--- config.mk ---
export PLATFORM = sky130hd
export DESIGN_NAME = uhcs_top
export DESIGN_NICKNAME = d
export VERILOG_FILES = /design/src/design/uhcs_top.v
export VERILOG_INCLUDE_DIRS = /design/src /design/src/design
export SDC_FILE = /design/constraint.sdc
export NUM_CORES = 1
export LEC_CHECK = 0
export BUFFER_PORTS_ARGS = -buffer_cell sky130_fd_sc_hd__buf_2
export CORE_AREA = 4 4 114 116
export DETAILED_ROUTE_END_ITERATION = 7
export DIE_AREA = 0 0 118 120
export PLACE_DENSITY = 0.66
export SLEW_MARGIN = 20
export SYNTH_ARGS = -nofsm -noshare
export SYNTH_HDL_FRONTEND = slang
export SYNTH_SLANG_ARGS = --single-unit
--- constraint.sdc ---
create_clock -name aclk -period 5.3 [get_ports aclk]
set_clock_uncertainty 0.2 [all_clocks]
set_input_delay 0.53 -clock aclk [delete_from_list [all_inputs] [get_ports aclk]]
set_output_delay 0.53 -clock aclk [all_outputs]
set_load 0.005 [all_outputs]
--- src/design/uhcs_consts.vh ---
`ifndef UHCS_CONSTS_VH
`define UHCS_CONSTS_VH
// ----------------------------------------------------------------------------
// register offsets (byte addresses)
// ----------------------------------------------------------------------------
`define UHCS_OFF_VERSION  16'h1000
`define UHCS_OFF_MODE     16'h1004
`define UHCS_OFF_CMD      16'h1008
`define UHCS_OFF_EVENT    16'h100C
`define UHCS_SPEC_VERSION 8'h10
// ----------------------------------------------------------------------------
// functional state codes
// ----------------------------------------------------------------------------
`define UHCS_FS_BUS_RESET 2'h0
`define UHCS_FS_RESUME    2'h1
`define UHCS_FS_OPER      2'h2
`define UHCS_FS_SUSPEND   2'h3
// ----------------------------------------------------------------------------
// field positions
// ----------------------------------------------------------------------------
`define UHCS_MODE_CONTROL_BULK_RATIO 0
`define UHCS_MODE_PLE  2
`define UHCS_MODE_ISO  3
`define UHCS_MODE_CLE  4
`define UHCS_MODE_BLE  5
`define UHCS_MODE_FS   6
`define UHCS_MODE_IR   8
`define UHCS_MODE_RWC  9
`define UHCS_MODE_RWE  10
`define UHCS_CMD_HCR   0
`define UHCS_CMD_CLF   1
`define UHCS_CMD_BLF   2
`define UHCS_CMD_OCR   3
`define UHCS_CMD_SOC   16
`define UHCS_EV_SO     0
`define UHCS_EV_WDH    1
`define UHCS_EV_SF     2
`define UHCS_EV_RD     3
`define UHCS_EV_UE     4
`define UHCS_EV_FNO    5
`define UHCS_EV_RHSC   6
`define UHCS_EV_OC     30
`define UHCS_EV_MIE    31
`define UHCS_EV_MASK   32'h4000007F
// ----------------------------------------------------------------------------
// reset values and timing
// ----------------------------------------------------------------------------
`define UHCS_MODE_RESET  32'h00000000
`define UHCS_CMD_RESET   32'h00000000
`define UHCS_EVENT_RESET 32'h00000000
`define UHCS_CLK_NS      10
`define UHCS_FRAME_NS    1000000
`define UHCS_FRAME_CYC   (`UHCS_FRAME_NS / `UHCS_CLK_NS)
`define UHCS_SRST_MAX_NS 10000000
`define UHCS_SRST_CYC    4'h8
`define UHCS_RESP_OKAY   2'h0
`define UHCS_RESP_SLVERR 2'h2
`endif

--- src/design/uhcs_top.v ---
`include "uhcs_consts.vh"
`default_nettype none
module uhcs_top #(
   parameter integer FRAME_CYC = `UHCS_FRAME_CYC  // cycles per frame
) (
   input  wire        aclk,
   input  wire        aresetn,
   input  wire [15:0] s_axi_awaddr,
   input  wire        s_axi_awvalid,
   output wire        s_axi_awready,
   input  wire [31:0] s_axi_wdata,
   input  wire [3:0]  s_axi_wstrb,
   input  wire        s_axi_wvalid,
   output wire        s_axi_wready,
   output wire [1:0]  s_axi_bresp,
   output wire        s_axi_bvalid,
   input  wire        s_axi_bready,
   input  wire [15:0] s_axi_araddr,
   input  wire        s_axi_arvalid,
   output wire        s_axi_arready,
   output wire [31:0] s_axi_rdata,
   output wire [1:0]  s_axi_rresp,
   output wire        s_axi_rvalid,
   input  wire        s_axi_rready,
   input  wire        resume_pin,
   input  wire [31:0] irq_enable,
   input  wire        ctl_head_req,
   input  wire        bulk_head_req,
   input  wire        ctl_td_found,
   input  wire        bulk_td_found,
   input  wire        ctl_ed_served,
   input  wire        bulk_ed_served,
   input  wire        iso_ed_reached,
   input  wire        overrun_evt,
   input  wire        owner_done,
   input  wire        done_head_evt,
   input  wire        sys_error_evt,
   input  wire        frame_wrap_evt,
   input  wire        hub_change_evt,
   output wire        host_irq,
   output wire        smi_irq,
   output wire        remote_wakeup,
   output wire        port_reset,
   output wire        sof_pulse,
   output wire        periodic_go,
   output wire        iso_halt,
   output wire        ctl_start,
   output wire        bulk_start,
   output wire        serve_ctl
);
   // ------------------------------------------------------------------------
   // helpers
   // ------------------------------------------------------------------------
   // byte strobes to bit mask
   function [31:0] strb_mask;
      input [3:0] s;
      begin
         strb_mask = {{8{s[3]}}, {8{s[2]}}, {8{s[1]}}, {8{s[0]}}};
      end
   endfunction
   // address to one-hot register select, zero when unmapped
   function [3:0] reg_sel;
      input [15:0] a;
      begin
         case ({a[15:2], 2'h0})
            `UHCS_OFF_VERSION: reg_sel = 4'h1;
            `UHCS_OFF_MODE:    reg_sel = 4'h2;
            `UHCS_OFF_CMD:     reg_sel = 4'h4;
            `UHCS_OFF_EVENT:   reg_sel = 4'h8;
            default:           reg_sel = 4'h0;
         endcase
      end
   endfunction

   // ------------------------------------------------------------------------
   // state
   // ------------------------------------------------------------------------
   reg        awready_q, wready_q, bvalid_q, arready_q, rvalid_q; // bus handshakes
   reg        aw_full_q, w_full_q;       // write halves captured
   reg [15:0] awaddr_q;                  // held write address
   reg [31:0] wdata_q;                   // held write data
   reg [3:0]  wstrb_q;                   // held strobes
   reg [1:0]  bresp_q, rresp_q;          // responses
   reg [31:0] rdata_q;                   // read data
   reg        rwe_q, rwc_q, ir_q;        // wake enable, wake connected, routing
   reg [1:0]  fs_q;                      // functional state
   reg        ble_q, cle_q, iso_q, ple_q; // list enables
   reg [1:0]  control_bulk_ratio_q;                    // control to bulk ratio
   reg        hcr_q, clf_q, blf_q, ocr_q; // command bits
   reg        ocr_d1_q;                  // ocr delayed for edge
   reg [1:0]  soc_q;                     // overrun count
   reg [31:0] ev_q;                      // sticky event flags
   reg [3:0]  srst_cnt_q;                // soft reset progress
   reg [16:0] sof_cnt_q;                 // frame timer
   reg        sof_run_q;                 // frame timer running
   reg        ble_fr_q, cle_fr_q, iso_fr_q, ple_fr_q; // per frame enables
   reg [2:0]  ctl_cnt_q;                 // control eds served
   reg        rs1_q, rs2_q, rs3_q;       // resume pin sync and edge
   reg        host_irq_q, smi_q, wake_q, port_rst_q, sof_q; // outputs
   reg        per_go_q, iso_halt_q, ctl_start_q, bulk_start_q, serve_ctl_q;

   wire [3:0]  wsel   = reg_sel(awaddr_q);
   wire [3:0]  rsel   = reg_sel(s_axi_araddr);
   wire        wr_go  = aw_full_q & w_full_q & ~bvalid_q;
   wire [31:0] wm     = strb_mask(wstrb_q);
   wire [31:0] wd     = wdata_q & wm;
   wire        rd_go  = s_axi_arvalid & arready_q;
   wire        wr_mode = wr_go & wsel[1];
   wire        wr_cmd  = wr_go & wsel[2];
   wire        wr_ev   = wr_go & wsel[3];
   wire        srst_done = hcr_q & (srst_cnt_q == `UHCS_SRST_CYC);
   wire        sof_now = sof_run_q & (sof_cnt_q == FRAME_CYC[16:0] - 17'h1);
   wire        rd_rise = rs2_q & ~rs3_q;
   wire        oc_set  = ocr_q & ~ocr_d1_q;
   wire        ctl_take  = ctl_head_req & cle_fr_q & clf_q;
   wire        bulk_take = bulk_head_req & ble_fr_q & blf_q;
   wire [31:0] mode_rd;
   wire [31:0] cmd_rd;
   wire [31:0] ev_set;
   wire [31:0] pend;
   wire [1:0]  fs_wr;

   // register images, reserved bits zero
   assign mode_rd = {21'h0, rwe_q, rwc_q, ir_q, fs_q, ble_q, cle_q, iso_q, ple_q, control_bulk_ratio_q};
   assign cmd_rd  = {14'h0, soc_q, 12'h0, ocr_q, blf_q, clf_q, hcr_q};
   assign fs_wr   = (mode_rd[7:6] & ~wm[7:6]) | (wd[7:6]);

   // event sources into the sticky flags
   assign ev_set = ({31'h0, overrun_evt}                     << `UHCS_EV_SO)
                 | ({31'h0, done_head_evt}                   << `UHCS_EV_WDH)
                 | ({31'h0, sof_now}                         << `UHCS_EV_SF)
                 | ({31'h0, rd_rise}                         << `UHCS_EV_RD)
                 | ({31'h0, sys_error_evt}                   << `UHCS_EV_UE)
                 | ({31'h0, frame_wrap_evt}                  << `UHCS_EV_FNO)
                 | ({31'h0, hub_change_evt}                  << `UHCS_EV_RHSC)
                 | ({31'h0, oc_set}                          << `UHCS_EV_OC);
   assign pend = ev_q & irq_enable & `UHCS_EV_MASK;

   // ------------------------------------------------------------------------
   // bus write channel
   // ------------------------------------------------------------------------
   // address and data accepted in either order, answer after both
   always @(posedge aclk) begin
      if (!aresetn) begin
         awready_q <= 1'b1;
         wready_q  <= 1'b1;
         aw_full_q <= 1'b0;
         w_full_q  <= 1'b0;
         bvalid_q  <= 1'b0;
         bresp_q   <= `UHCS_RESP_OKAY;
         awaddr_q  <= 16'h0000;
         wdata_q   <= 32'h00000000;
         wstrb_q   <= 4'h0;
      end else begin
         if (s_axi_awvalid & awready_q) begin  // capture address
            awaddr_q  <= s_axi_awaddr;
            aw_full_q <= 1'b1;
            awready_q <= 1'b0;
         end
         if (s_axi_wvalid & wready_q) begin    // capture data
            wdata_q  <= s_axi_wdata;
            wstrb_q  <= s_axi_wstrb;
            w_full_q <= 1'b1;
            wready_q <= 1'b0;
         end
         if (wr_go) begin                      // commit and answer
            bvalid_q <= 1'b1;
            bresp_q  <= (wsel == 4'h0) ? `UHCS_RESP_SLVERR : `UHCS_RESP_OKAY;
         end
         if (bvalid_q & s_axi_bready) begin    // response taken
            bvalid_q  <= 1'b0;
            aw_full_q <= 1'b0;
            w_full_q  <= 1'b0;
            awready_q <= 1'b1;
            wready_q  <= 1'b1;
         end
      end
   end

   // ------------------------------------------------------------------------
   // bus read channel
   // ------------------------------------------------------------------------
   // one-cycle read answer from current register images
   always @(posedge aclk) begin
      if (!aresetn) begin
         arready_q <= 1'b1;
         rvalid_q  <= 1'b0;
         rdata_q   <= 32'h00000000;
         rresp_q   <= `UHCS_RESP_OKAY;
      end else if (rd_go) begin
         arready_q <= 1'b0;
         rvalid_q  <= 1'b1;
         rresp_q   <= (rsel == 4'h0) ? `UHCS_RESP_SLVERR : `UHCS_RESP_OKAY;
         case (rsel)
            4'h1:    rdata_q <= {24'h0, `UHCS_SPEC_VERSION};
            4'h2:    rdata_q <= mode_rd;
            4'h4:    rdata_q <= cmd_rd;
            4'h8:    rdata_q <= ev_q;
            default: rdata_q <= 32'h00000000;
         endcase
      end else if (rvalid_q & s_axi_rready) begin
         rvalid_q  <= 1'b0;
         arready_q <= 1'b1;
      end
   end

   // ------------------------------------------------------------------------
   // resume pin synchroniser
   // ------------------------------------------------------------------------
   always @(posedge aclk) begin
      if (!aresetn) begin
         rs1_q <= 1'b0;
         rs2_q <= 1'b0;
         rs3_q <= 1'b0;
      end else begin
         rs1_q <= resume_pin;
         rs2_q <= rs1_q;
         rs3_q <= rs2_q;
      end
   end

   // ------------------------------------------------------------------------
   // operating mode register
   // ------------------------------------------------------------------------
   always @(posedge aclk) begin
      if (!aresetn) begin                       // hardware reset
         rwe_q  <= 1'b0;
         rwc_q  <= 1'b0;
         ir_q   <= 1'b0;
         fs_q   <= `UHCS_FS_BUS_RESET;
         ble_q  <= 1'b0;
         cle_q  <= 1'b0;
         iso_q  <= 1'b0;
         ple_q  <= 1'b0;
         control_bulk_ratio_q <= 2'h0;
      end else if (srst_done) begin             // soft reset keeps ir and rwc
         rwe_q  <= 1'b0;
         fs_q   <= `UHCS_FS_SUSPEND;
         ble_q  <= 1'b0;
         cle_q  <= 1'b0;
         iso_q  <= 1'b0;
         ple_q  <= 1'b0;
         control_bulk_ratio_q <= 2'h0;
      end else if (wr_mode) begin               // byte-lane merged write
         if (wm[8])  ir_q   <= wd[`UHCS_MODE_IR];
         if (wm[8])  rwc_q  <= wd[`UHCS_MODE_RWC];
         if (wm[8])  rwe_q  <= wd[`UHCS_MODE_RWE];
         if (wm[0])  ble_q  <= wd[`UHCS_MODE_BLE];
         if (wm[0])  cle_q  <= wd[`UHCS_MODE_CLE];
         if (wm[0])  iso_q  <= wd[`UHCS_MODE_ISO];
         if (wm[0])  ple_q  <= wd[`UHCS_MODE_PLE];
         if (wm[0])  control_bulk_ratio_q <= wd[1:0];
         fs_q <= fs_wr;
      end else if (rd_rise && fs_q == `UHCS_FS_SUSPEND) begin
         fs_q <= `UHCS_FS_RESUME;
      end
   end

   // ------------------------------------------------------------------------
   // command register and soft reset
   // ------------------------------------------------------------------------
   // sets win over hardware clears on the same edge
   always @(posedge aclk) begin
      if (!aresetn) begin
         hcr_q      <= 1'b0;
         clf_q      <= 1'b0;
         blf_q      <= 1'b0;
         ocr_q      <= 1'b0;
         ocr_d1_q   <= 1'b0;
         soc_q      <= 2'h0;
         srst_cnt_q <= 4'h0;
      end else if (srst_done) begin
         hcr_q      <= 1'b0;
         clf_q      <= 1'b0;
         blf_q      <= 1'b0;
         ocr_q      <= 1'b0;
         ocr_d1_q   <= 1'b0;
         soc_q      <= 2'h0;
         srst_cnt_q <= 4'h0;
      end else begin
         ocr_d1_q <= ocr_q;
         if (hcr_q)                             // soft reset in progress
            srst_cnt_q <= srst_cnt_q + 4'h1;
         if (wr_cmd & wd[`UHCS_CMD_HCR])
            hcr_q <= 1'b1;
         if (wr_cmd & wd[`UHCS_CMD_OCR])
            ocr_q <= 1'b1;
         else if (owner_done)
            ocr_q <= 1'b0;
         if ((wr_cmd & wd[`UHCS_CMD_CLF]) | ctl_td_found)
            clf_q <= 1'b1;
         else if (ctl_take)
            clf_q <= 1'b0;
         if ((wr_cmd & wd[`UHCS_CMD_BLF]) | bulk_td_found)
            blf_q <= 1'b1;
         else if (bulk_take)
            blf_q <= 1'b0;
         if (overrun_evt)
            soc_q <= soc_q + 2'h1;
      end
   end

   // ------------------------------------------------------------------------
   // event status register
   // ------------------------------------------------------------------------
   // write one clears, a same-cycle event wins
   always @(posedge aclk) begin
      if (!aresetn || srst_done) begin
         ev_q <= `UHCS_EVENT_RESET;
      end else if (wr_ev) begin
         ev_q <= ((ev_q & ~wd) | ev_set) & `UHCS_EV_MASK;
      end else begin
         ev_q <= (ev_q | ev_set) & `UHCS_EV_MASK;
      end
   end

   // ------------------------------------------------------------------------
   // frame timer
   // ------------------------------------------------------------------------
   // first marker one frame after entry to operational
   always @(posedge aclk) begin
      if (!aresetn || srst_done) begin
         sof_run_q <= 1'b0;
         sof_cnt_q <= 17'h0;
      end else if (wr_mode && fs_q != `UHCS_FS_OPER && fs_wr == `UHCS_FS_OPER) begin
         sof_run_q <= 1'b1;
         sof_cnt_q <= 17'h0;
      end else if (fs_q != `UHCS_FS_OPER) begin
         sof_run_q <= 1'b0;
         sof_cnt_q <= 17'h0;
      end else if (sof_now) begin
         sof_cnt_q <= 17'h0;
      end else if (sof_run_q) begin
         sof_cnt_q <= sof_cnt_q + 17'h1;
      end
   end

   // ------------------------------------------------------------------------
   // per-frame list enables and service ratio
   // ------------------------------------------------------------------------
   // enables sampled at each frame start
   always @(posedge aclk) begin
      if (!aresetn || srst_done) begin
         ble_fr_q  <= 1'b0;
         cle_fr_q  <= 1'b0;
         iso_fr_q  <= 1'b0;
         ple_fr_q  <= 1'b0;
         ctl_cnt_q <= 3'h0;
      end else begin
         if (sof_now) begin
            ble_fr_q <= ble_q;
            cle_fr_q <= cle_q;
            iso_fr_q <= iso_q;
            ple_fr_q <= ple_q;
         end
         if (bulk_ed_served)                    // bulk turn restarts count
            ctl_cnt_q <= 3'h0;
         else if (ctl_ed_served && ctl_cnt_q != 3'h4)
            ctl_cnt_q <= ctl_cnt_q + 3'h1;
      end
   end

   // ------------------------------------------------------------------------
   // outputs
   // ------------------------------------------------------------------------
   always @(posedge aclk) begin
      if (!aresetn) begin
         host_irq_q   <= 1'b0;
         smi_q        <= 1'b0;
         wake_q       <= 1'b0;
         port_rst_q   <= 1'b1;
         sof_q        <= 1'b0;
         per_go_q     <= 1'b0;
         iso_halt_q   <= 1'b0;
         ctl_start_q  <= 1'b0;
         bulk_start_q <= 1'b0;
         serve_ctl_q  <= 1'b0;
      end else begin
         // routed interrupt, ownership change always management
         host_irq_q <= irq_enable[`UHCS_EV_MIE] & ~ir_q
                       & (|pend[`UHCS_EV_RHSC:0]);
         smi_q      <= irq_enable[`UHCS_EV_MIE]
                       & ((ir_q & (|pend[`UHCS_EV_RHSC:0])) | pend[`UHCS_EV_OC]);
         wake_q       <= rwe_q & ev_q[`UHCS_EV_RD];
         port_rst_q   <= (fs_q == `UHCS_FS_BUS_RESET);
         sof_q        <= sof_now;
         per_go_q     <= ple_fr_q & (fs_q == `UHCS_FS_OPER);
         iso_halt_q   <= iso_ed_reached & ~iso_fr_q;
         ctl_start_q  <= ctl_take;
         bulk_start_q <= bulk_take;
         serve_ctl_q  <= cle_fr_q & (~ble_fr_q
                         | (ctl_cnt_q <= {1'b0, control_bulk_ratio_q}));
      end
   end

   assign s_axi_awready = awready_q;
   assign s_axi_wready  = wready_q;
   assign s_axi_bvalid  = bvalid_q;
   assign s_axi_bresp   = bresp_q;
   assign s_axi_arready = arready_q;
   assign s_axi_rvalid  = rvalid_q;
   assign s_axi_rdata   = rdata_q;
   assign s_axi_rresp   = rresp_q;
   assign host_irq      = host_irq_q;
   assign smi_irq       = smi_q;
   assign remote_wakeup = wake_q;
   assign port_reset    = port_rst_q;
   assign sof_pulse     = sof_q;
   assign periodic_go   = per_go_q;
   assign iso_halt      = iso_halt_q;
   assign ctl_start     = ctl_start_q;
   assign bulk_start    = bulk_start_q;
   assign serve_ctl     = serve_ctl_q;
endmodule // uhcs_top
`default_nettype wire

* Word level (Yosys, flattened, before mapping) *
Index checks and enable logic that the tools add are counted.

word-level totals
  bits in registers = 185
  bits of input ports = 121
  output and inout port bits = 51
  word-level logic and storage cells = 176

operators by class
  add/subtract/negate cells = 4
  order comparisons = 1
  equality and inequality tests = 19
  mux-type cells = 21
  bitwise operators = 58
  reduce and logical (&&, ||, !) cells = 23

operator list
  kind                                                    number
  case mux 31 bit (4 select lines)                        1
  equality test 14 x 11 -> 1 bit (second input constant)  8
  bitwise AND 31 bit                                      3
  OR 31 bit                                               2
  case mux 4 bit (4 select lines)                         2
  2-to-1 mux 31 bit                                       1
  NOT 31 bit                                              1
  OR 7 x 31 -> 31 bit                                     1
  bitwise AND 1 bit                                       30
  adder 17 x 1 -> 17 bit (second input constant)          1
  equality test 17 bit (second input constant)            1
  2-to-1 mux 1 bit                                        12
  2-to-1 mux 2 bit                                        5
  nonzero test 2 bit                                      5
  equality test 4 bit (second input constant)             2
  logical NOT 4 bit                                       2
  NOT 1 bit                                               8
  OR 6 x 7 -> 7 bit                                       1
  OR reduction 7 bit                                      1
  equality test 2 bit (second input constant)             3
  OR 5 x 6 -> 6 bit                                       1
  OR reduction 2 bit                                      3
  OR 4 x 5 -> 5 bit                                       1
  adder 4 x 1 -> 4 bit (second input constant)            1
  23 further kinds                                        30

* Logic depth before layout (Yosys ltp) *
  depth in word-level cells = 10
  gate-level depth with buffers = 8
  gate-level depth less buffers = 6

* Worst setup path before layout *
Ideal clock, no wire load.

  kind = reg2reg
  start point = reg sof_cnt_q[0]
  end point = reg sof_cnt_q[16]
  library setup time = 0.070 ns
  data arrival time = 1.598 ns
  required time = 5.030 ns
  setup slack = 3.432 ns
  cell stages (with the launch flop) = 6
  buffers on the path = 0
  period minus slack after synthesis = 1.868 ns
  cell sequence = dfxtp_1 -> ha_1 -> nand2_1 -> or4_4 -> or3_1 -> a21oi_1

between the ends
  longest elaborated chain between the ends = 3
  elaborated cells between the ends (all ways) = 4
  classes of those cells = add/sub (1); eq/ne (1); bitwise (1); reduce/logical (1)

ends and longest elaborated chain
  item                                                                            RTL line        RTL
  start, declared                                                                 uhcs_top.v:94   reg [16:0] sof_cnt_q;
  start signal, assigned                                                          uhcs_top.v:334  sof_cnt_q <= sof_cnt_q + 17'h1;
  parallel branches: the longest is 3 deep, another holds adder 17 x 1 -> 17 bit  n/a

Parallel ways; which one is timed is not known.
A chain may end at the register's enable or synchronous reset.

* Final worst setup path *
  start point = reg awaddr_q[4]
  end point = reg control_bulk_ratio_q[0]

between the ends
  longest elaborated chain between the ends = 4
  elaborated cells between the ends (all ways) = 7
  classes of those cells = eq/ne (4); mux (1); bitwise (1); reduce/logical (1)

ends and longest elaborated chain
  item                                    RTL line        RTL
  start, declared                         uhcs_top.v:80   reg [15:0] awaddr_q;
  start signal, assigned                  uhcs_top.v:156  awaddr_q <= s_axi_awaddr;
  equality test 14 x 11 -> 1 bit          uhcs_top.v:65   case ({a[15:2], 2'h0})
  case mux 4 bit (4 select lines) *       uhcs_top.v:65
  bitwise AND 1 bit *                     uhcs_top.v:108  wire wr_mode = wr_go & wsel[1];
  AND reduction 2 bit (no source line) *  n/a
  end signal, assigned                    uhcs_top.v:252  if (wm[0]) control_bulk_ratio_q <= wd[1:0];
  end, declared                           uhcs_top.v:88   reg [1:0] control_bulk_ratio_q;

Mark *: on every way between the ends. The rest lies on a longest branch, timed or not.

==> run metrics <==
run status finished clean; Multi-input gate area 2362 µm²; Final Power 2.180 mW; top cell type's share of synthesized area 47.52%; detailed-router iteration count before antenna repair 5; hold endpoint ctl_cnt_q[0]$_SDFFE_PP0P_; Worst-path clk slew 50 ps; Synth area leader dfxtp_1; cell depth of the worst flop-to-flop path 4; vias per cell 5.308; core box area 11,910 µm²; worst reg-to-reg setup slack 2840 ps; fmax 406.8 MHz; post-cts sizing count 0; CTS H-tree lvls 4; Worst-Margin Slew 717.9 ps; clk_lat worst skew 410 ps; initial antenna violation count 0; Initial Util 42.44%; HPWL after DPL 9.391 mm; Final Hold Fails 0; flops & latches, synth 120; non-filler cells, final 834; crit share post-route 46.38%; gr ovfl total 0; DP Cell Count 802; register area 2402 µm²; detailed-route DRC error count 0; Post-Synthesis Cell Area 5055 µm²; power per cell area 355.9 nW/µm²; synth-to-layout area growth 21.16%; leak pwr 2.504 nW; synth cell count leaders dfxtp_1 (120), nand2_1 (95), a21oi_1 (54); worst hold-check path type in -> reg; Avg Cell Area, Syn 8.670 µm²; CP Launch Type register; largest net degree at the start of global routing 30; Die H 120 µm; IO Port Bufs 103; CTS tree done; Total Routing Usage GR 18.11%; Vias 4,427; Finish-stage setup viols 0; Placed Area 5550 µm²; ys async rst share 0%; fillcell total 1,137; Hold Crit Start bulk_ed_served; routability-driven placement congestion ratio 0.8139; drt wl/cell 15.05 µm; Post-synth EDFFs 0; fin nets 802; Die ar. 14,160 µm²; Rel. slew slack 52.09%; required time worst endpoint 5380 ps; Top FF cell, synth dfxtp_1; number of global-route vias before repair 4,284; min Tclk post-route 2458 ps; synth warn 0; Iter 0 DRT Violations 239; share of cells above drive strength 1 21.83%; Post-CTS Hold Buffers 0; Final Cell Area 6125 µm²; Reg2Reg Launch Point awaddr_q[4]$_SDFFE_PN0P_; total wire length 12.55 mm; critical path class reg -> reg; Sink Count 120; final design utilization 51.42%; die width 118 µm; top cells by area, synth dfxtp_1 (48%), nand2_1 (7.1%), a21oi_1 (5.3%); Ports 172; worst r2r dst control_bulk_ratio_q[0]$_SDFFE_PP0P_; hold path depth 2; worst vdd ir 0.2038 mV; CTS Buf Count 17; most common cell in the synthesized netlist dfxtp_1; row cnt 40; setup bufs post-CTS 0; Root Driver clkbuf_16; Distinct cells, synth 55; post-route antenna net violation count 0; Worst Setup End Kind register; RSZ-0062 raised after global routing false; Max Slew Vio Count 0; Seq/Total Area, Yosys 47.52%; Post-Synthesis Cells 583; Crit path arrival time 2540 ps; Max Root-Sink Buffers 2; Max Cap Viol 0; first-pass GRT wire length 20.71 mm; antenna cells 0; Worst Path Max Fanout 20; TNS Setup 0 ps
-- logic make-up (layout without fill, tap and decap cells) --
kind of cell / count (synthesis) / count (layout) / synth area share [%]
AND/OR/NAND/NOR: 236 / 236 / 23.74
flip-flops: 120 / 120 / 47.52
AO/OA/AOI/OAI: 117 / 117 / 13.96
buffers and inverters: 71 / 156 / 7.153
XOR/XNOR: 19 / 19 / 3.292
multiplexers: 12 / 12 / 2.525
adder cells (fa/ha/maj): 7 / 7 / 1.733
other: 1 / 20 / 0.07419
-- area by class of cell --
class                           count  share of cell area (%)
Clock buffer                       22                   7.743
Tap cell                          147                   3.003
Inverter                           19                   1.164
Clock inverter                     10                   1.634
Multi-Input combinational cell    411                   38.57
Sequential cell                   120                   39.22
Timing Repair Buffer              105                   8.662
-- power by group --
group	switching [mW]	internal (mW)	leakage, nW
sequential	0.0197	0.930	0.977
clock	0.385	0.721	0.293
combinational	0.0730	0.0507	1.23
total	0.478	1.70	2.50
-- placed cells by master (no fill, tap or decap), types with 7 or more instances in the layout --
| master | count |
|---|---|
| conb_1 | 20 |
| dfxtp_1 | 120 |
| nand2_1 | 95 |
| nand3_1 | 8 |
| buf_2 | 103 |
| and3_1 | 7 |
| xnor2_1 | 10 |
| a21oi_1 | 54 |
| clkinv_2 | 8 |
| nor3_1 | 9 |
| nor2b_1 | 8 |
| o21ai_0 | 25 |
| and2_1 | 8 |
| nand4_1 | 24 |
| xor2_1 | 9 |
| a22oi_1 | 7 |
| clkbuf_16 | 17 |
| ha_1 | 7 |
| inv_1 | 19 |
| nor2_1 | 42 |
-- sequential cells by signal, indices dropped and copies added (netlist names), 3 cells and up --
signal       cells
sof_cnt_q       17
srst_cnt_q       4
s_axi_rdata     14
wstrb_q          3
ctl_cnt_q        3
wdata_q         12
ev_q             8
awaddr_q        14
-- routing by layer --
layer	GRT usage (%)	wire length, µm	vias to the layer above	part of all wire, %
li1	-	-	2175	-
met1	21.40	5204	2087	41
met2	31.33	6378	140	51
met3	5.278	726	25	5.8
met4	6.520	238	0	1.9
met5	0	0	-	0
-- through the flow --
step | worst slack, ps | hold slack, ps
CTS | 2863 | 98.87
global route | 2644 | 105.4
detailed placement | 2869 | 211.5
floorplan | 3432 | 189.8
finish | 2842 | 114.9
global placement | 2903 | 204.2
-- worst max-delay path, cell delays in order (launching register included) --
cell and delay, ps:
dfxtp_1 310, nor4_1 610, and4_1 750, and2_1 330, o21ai_0 130
-- worst max-delay path by stage --
stage                                   start                              endpoint  slack [ps]  cells after the start
global route        awaddr_q[15]$_SDFFE_PN0P_                    ble_q$_SDFFE_PP0P_        2640                      4
detailed placement  awaddr_q[15]$_SDFFE_PN0P_  control_bulk_ratio_q[0]$_SDFFE_PP0P_        2870                      4
floorplan           sof_cnt_q[0]$_SDFFE_PP0P_            sof_cnt_q[16]$_SDFFE_PP0P_        3430                      5
finish               awaddr_q[4]$_SDFFE_PN0P_  control_bulk_ratio_q[0]$_SDFFE_PP0P_        2840                      4
global placement    awaddr_q[15]$_SDFFE_PN0P_                    ble_q$_SDFFE_PP0P_        2900                      4
CTS                 awaddr_q[15]$_SDFFE_PN0P_  control_bulk_ratio_q[0]$_SDFFE_PP0P_        2860                      4
Power figures use the tool's default switching activity.
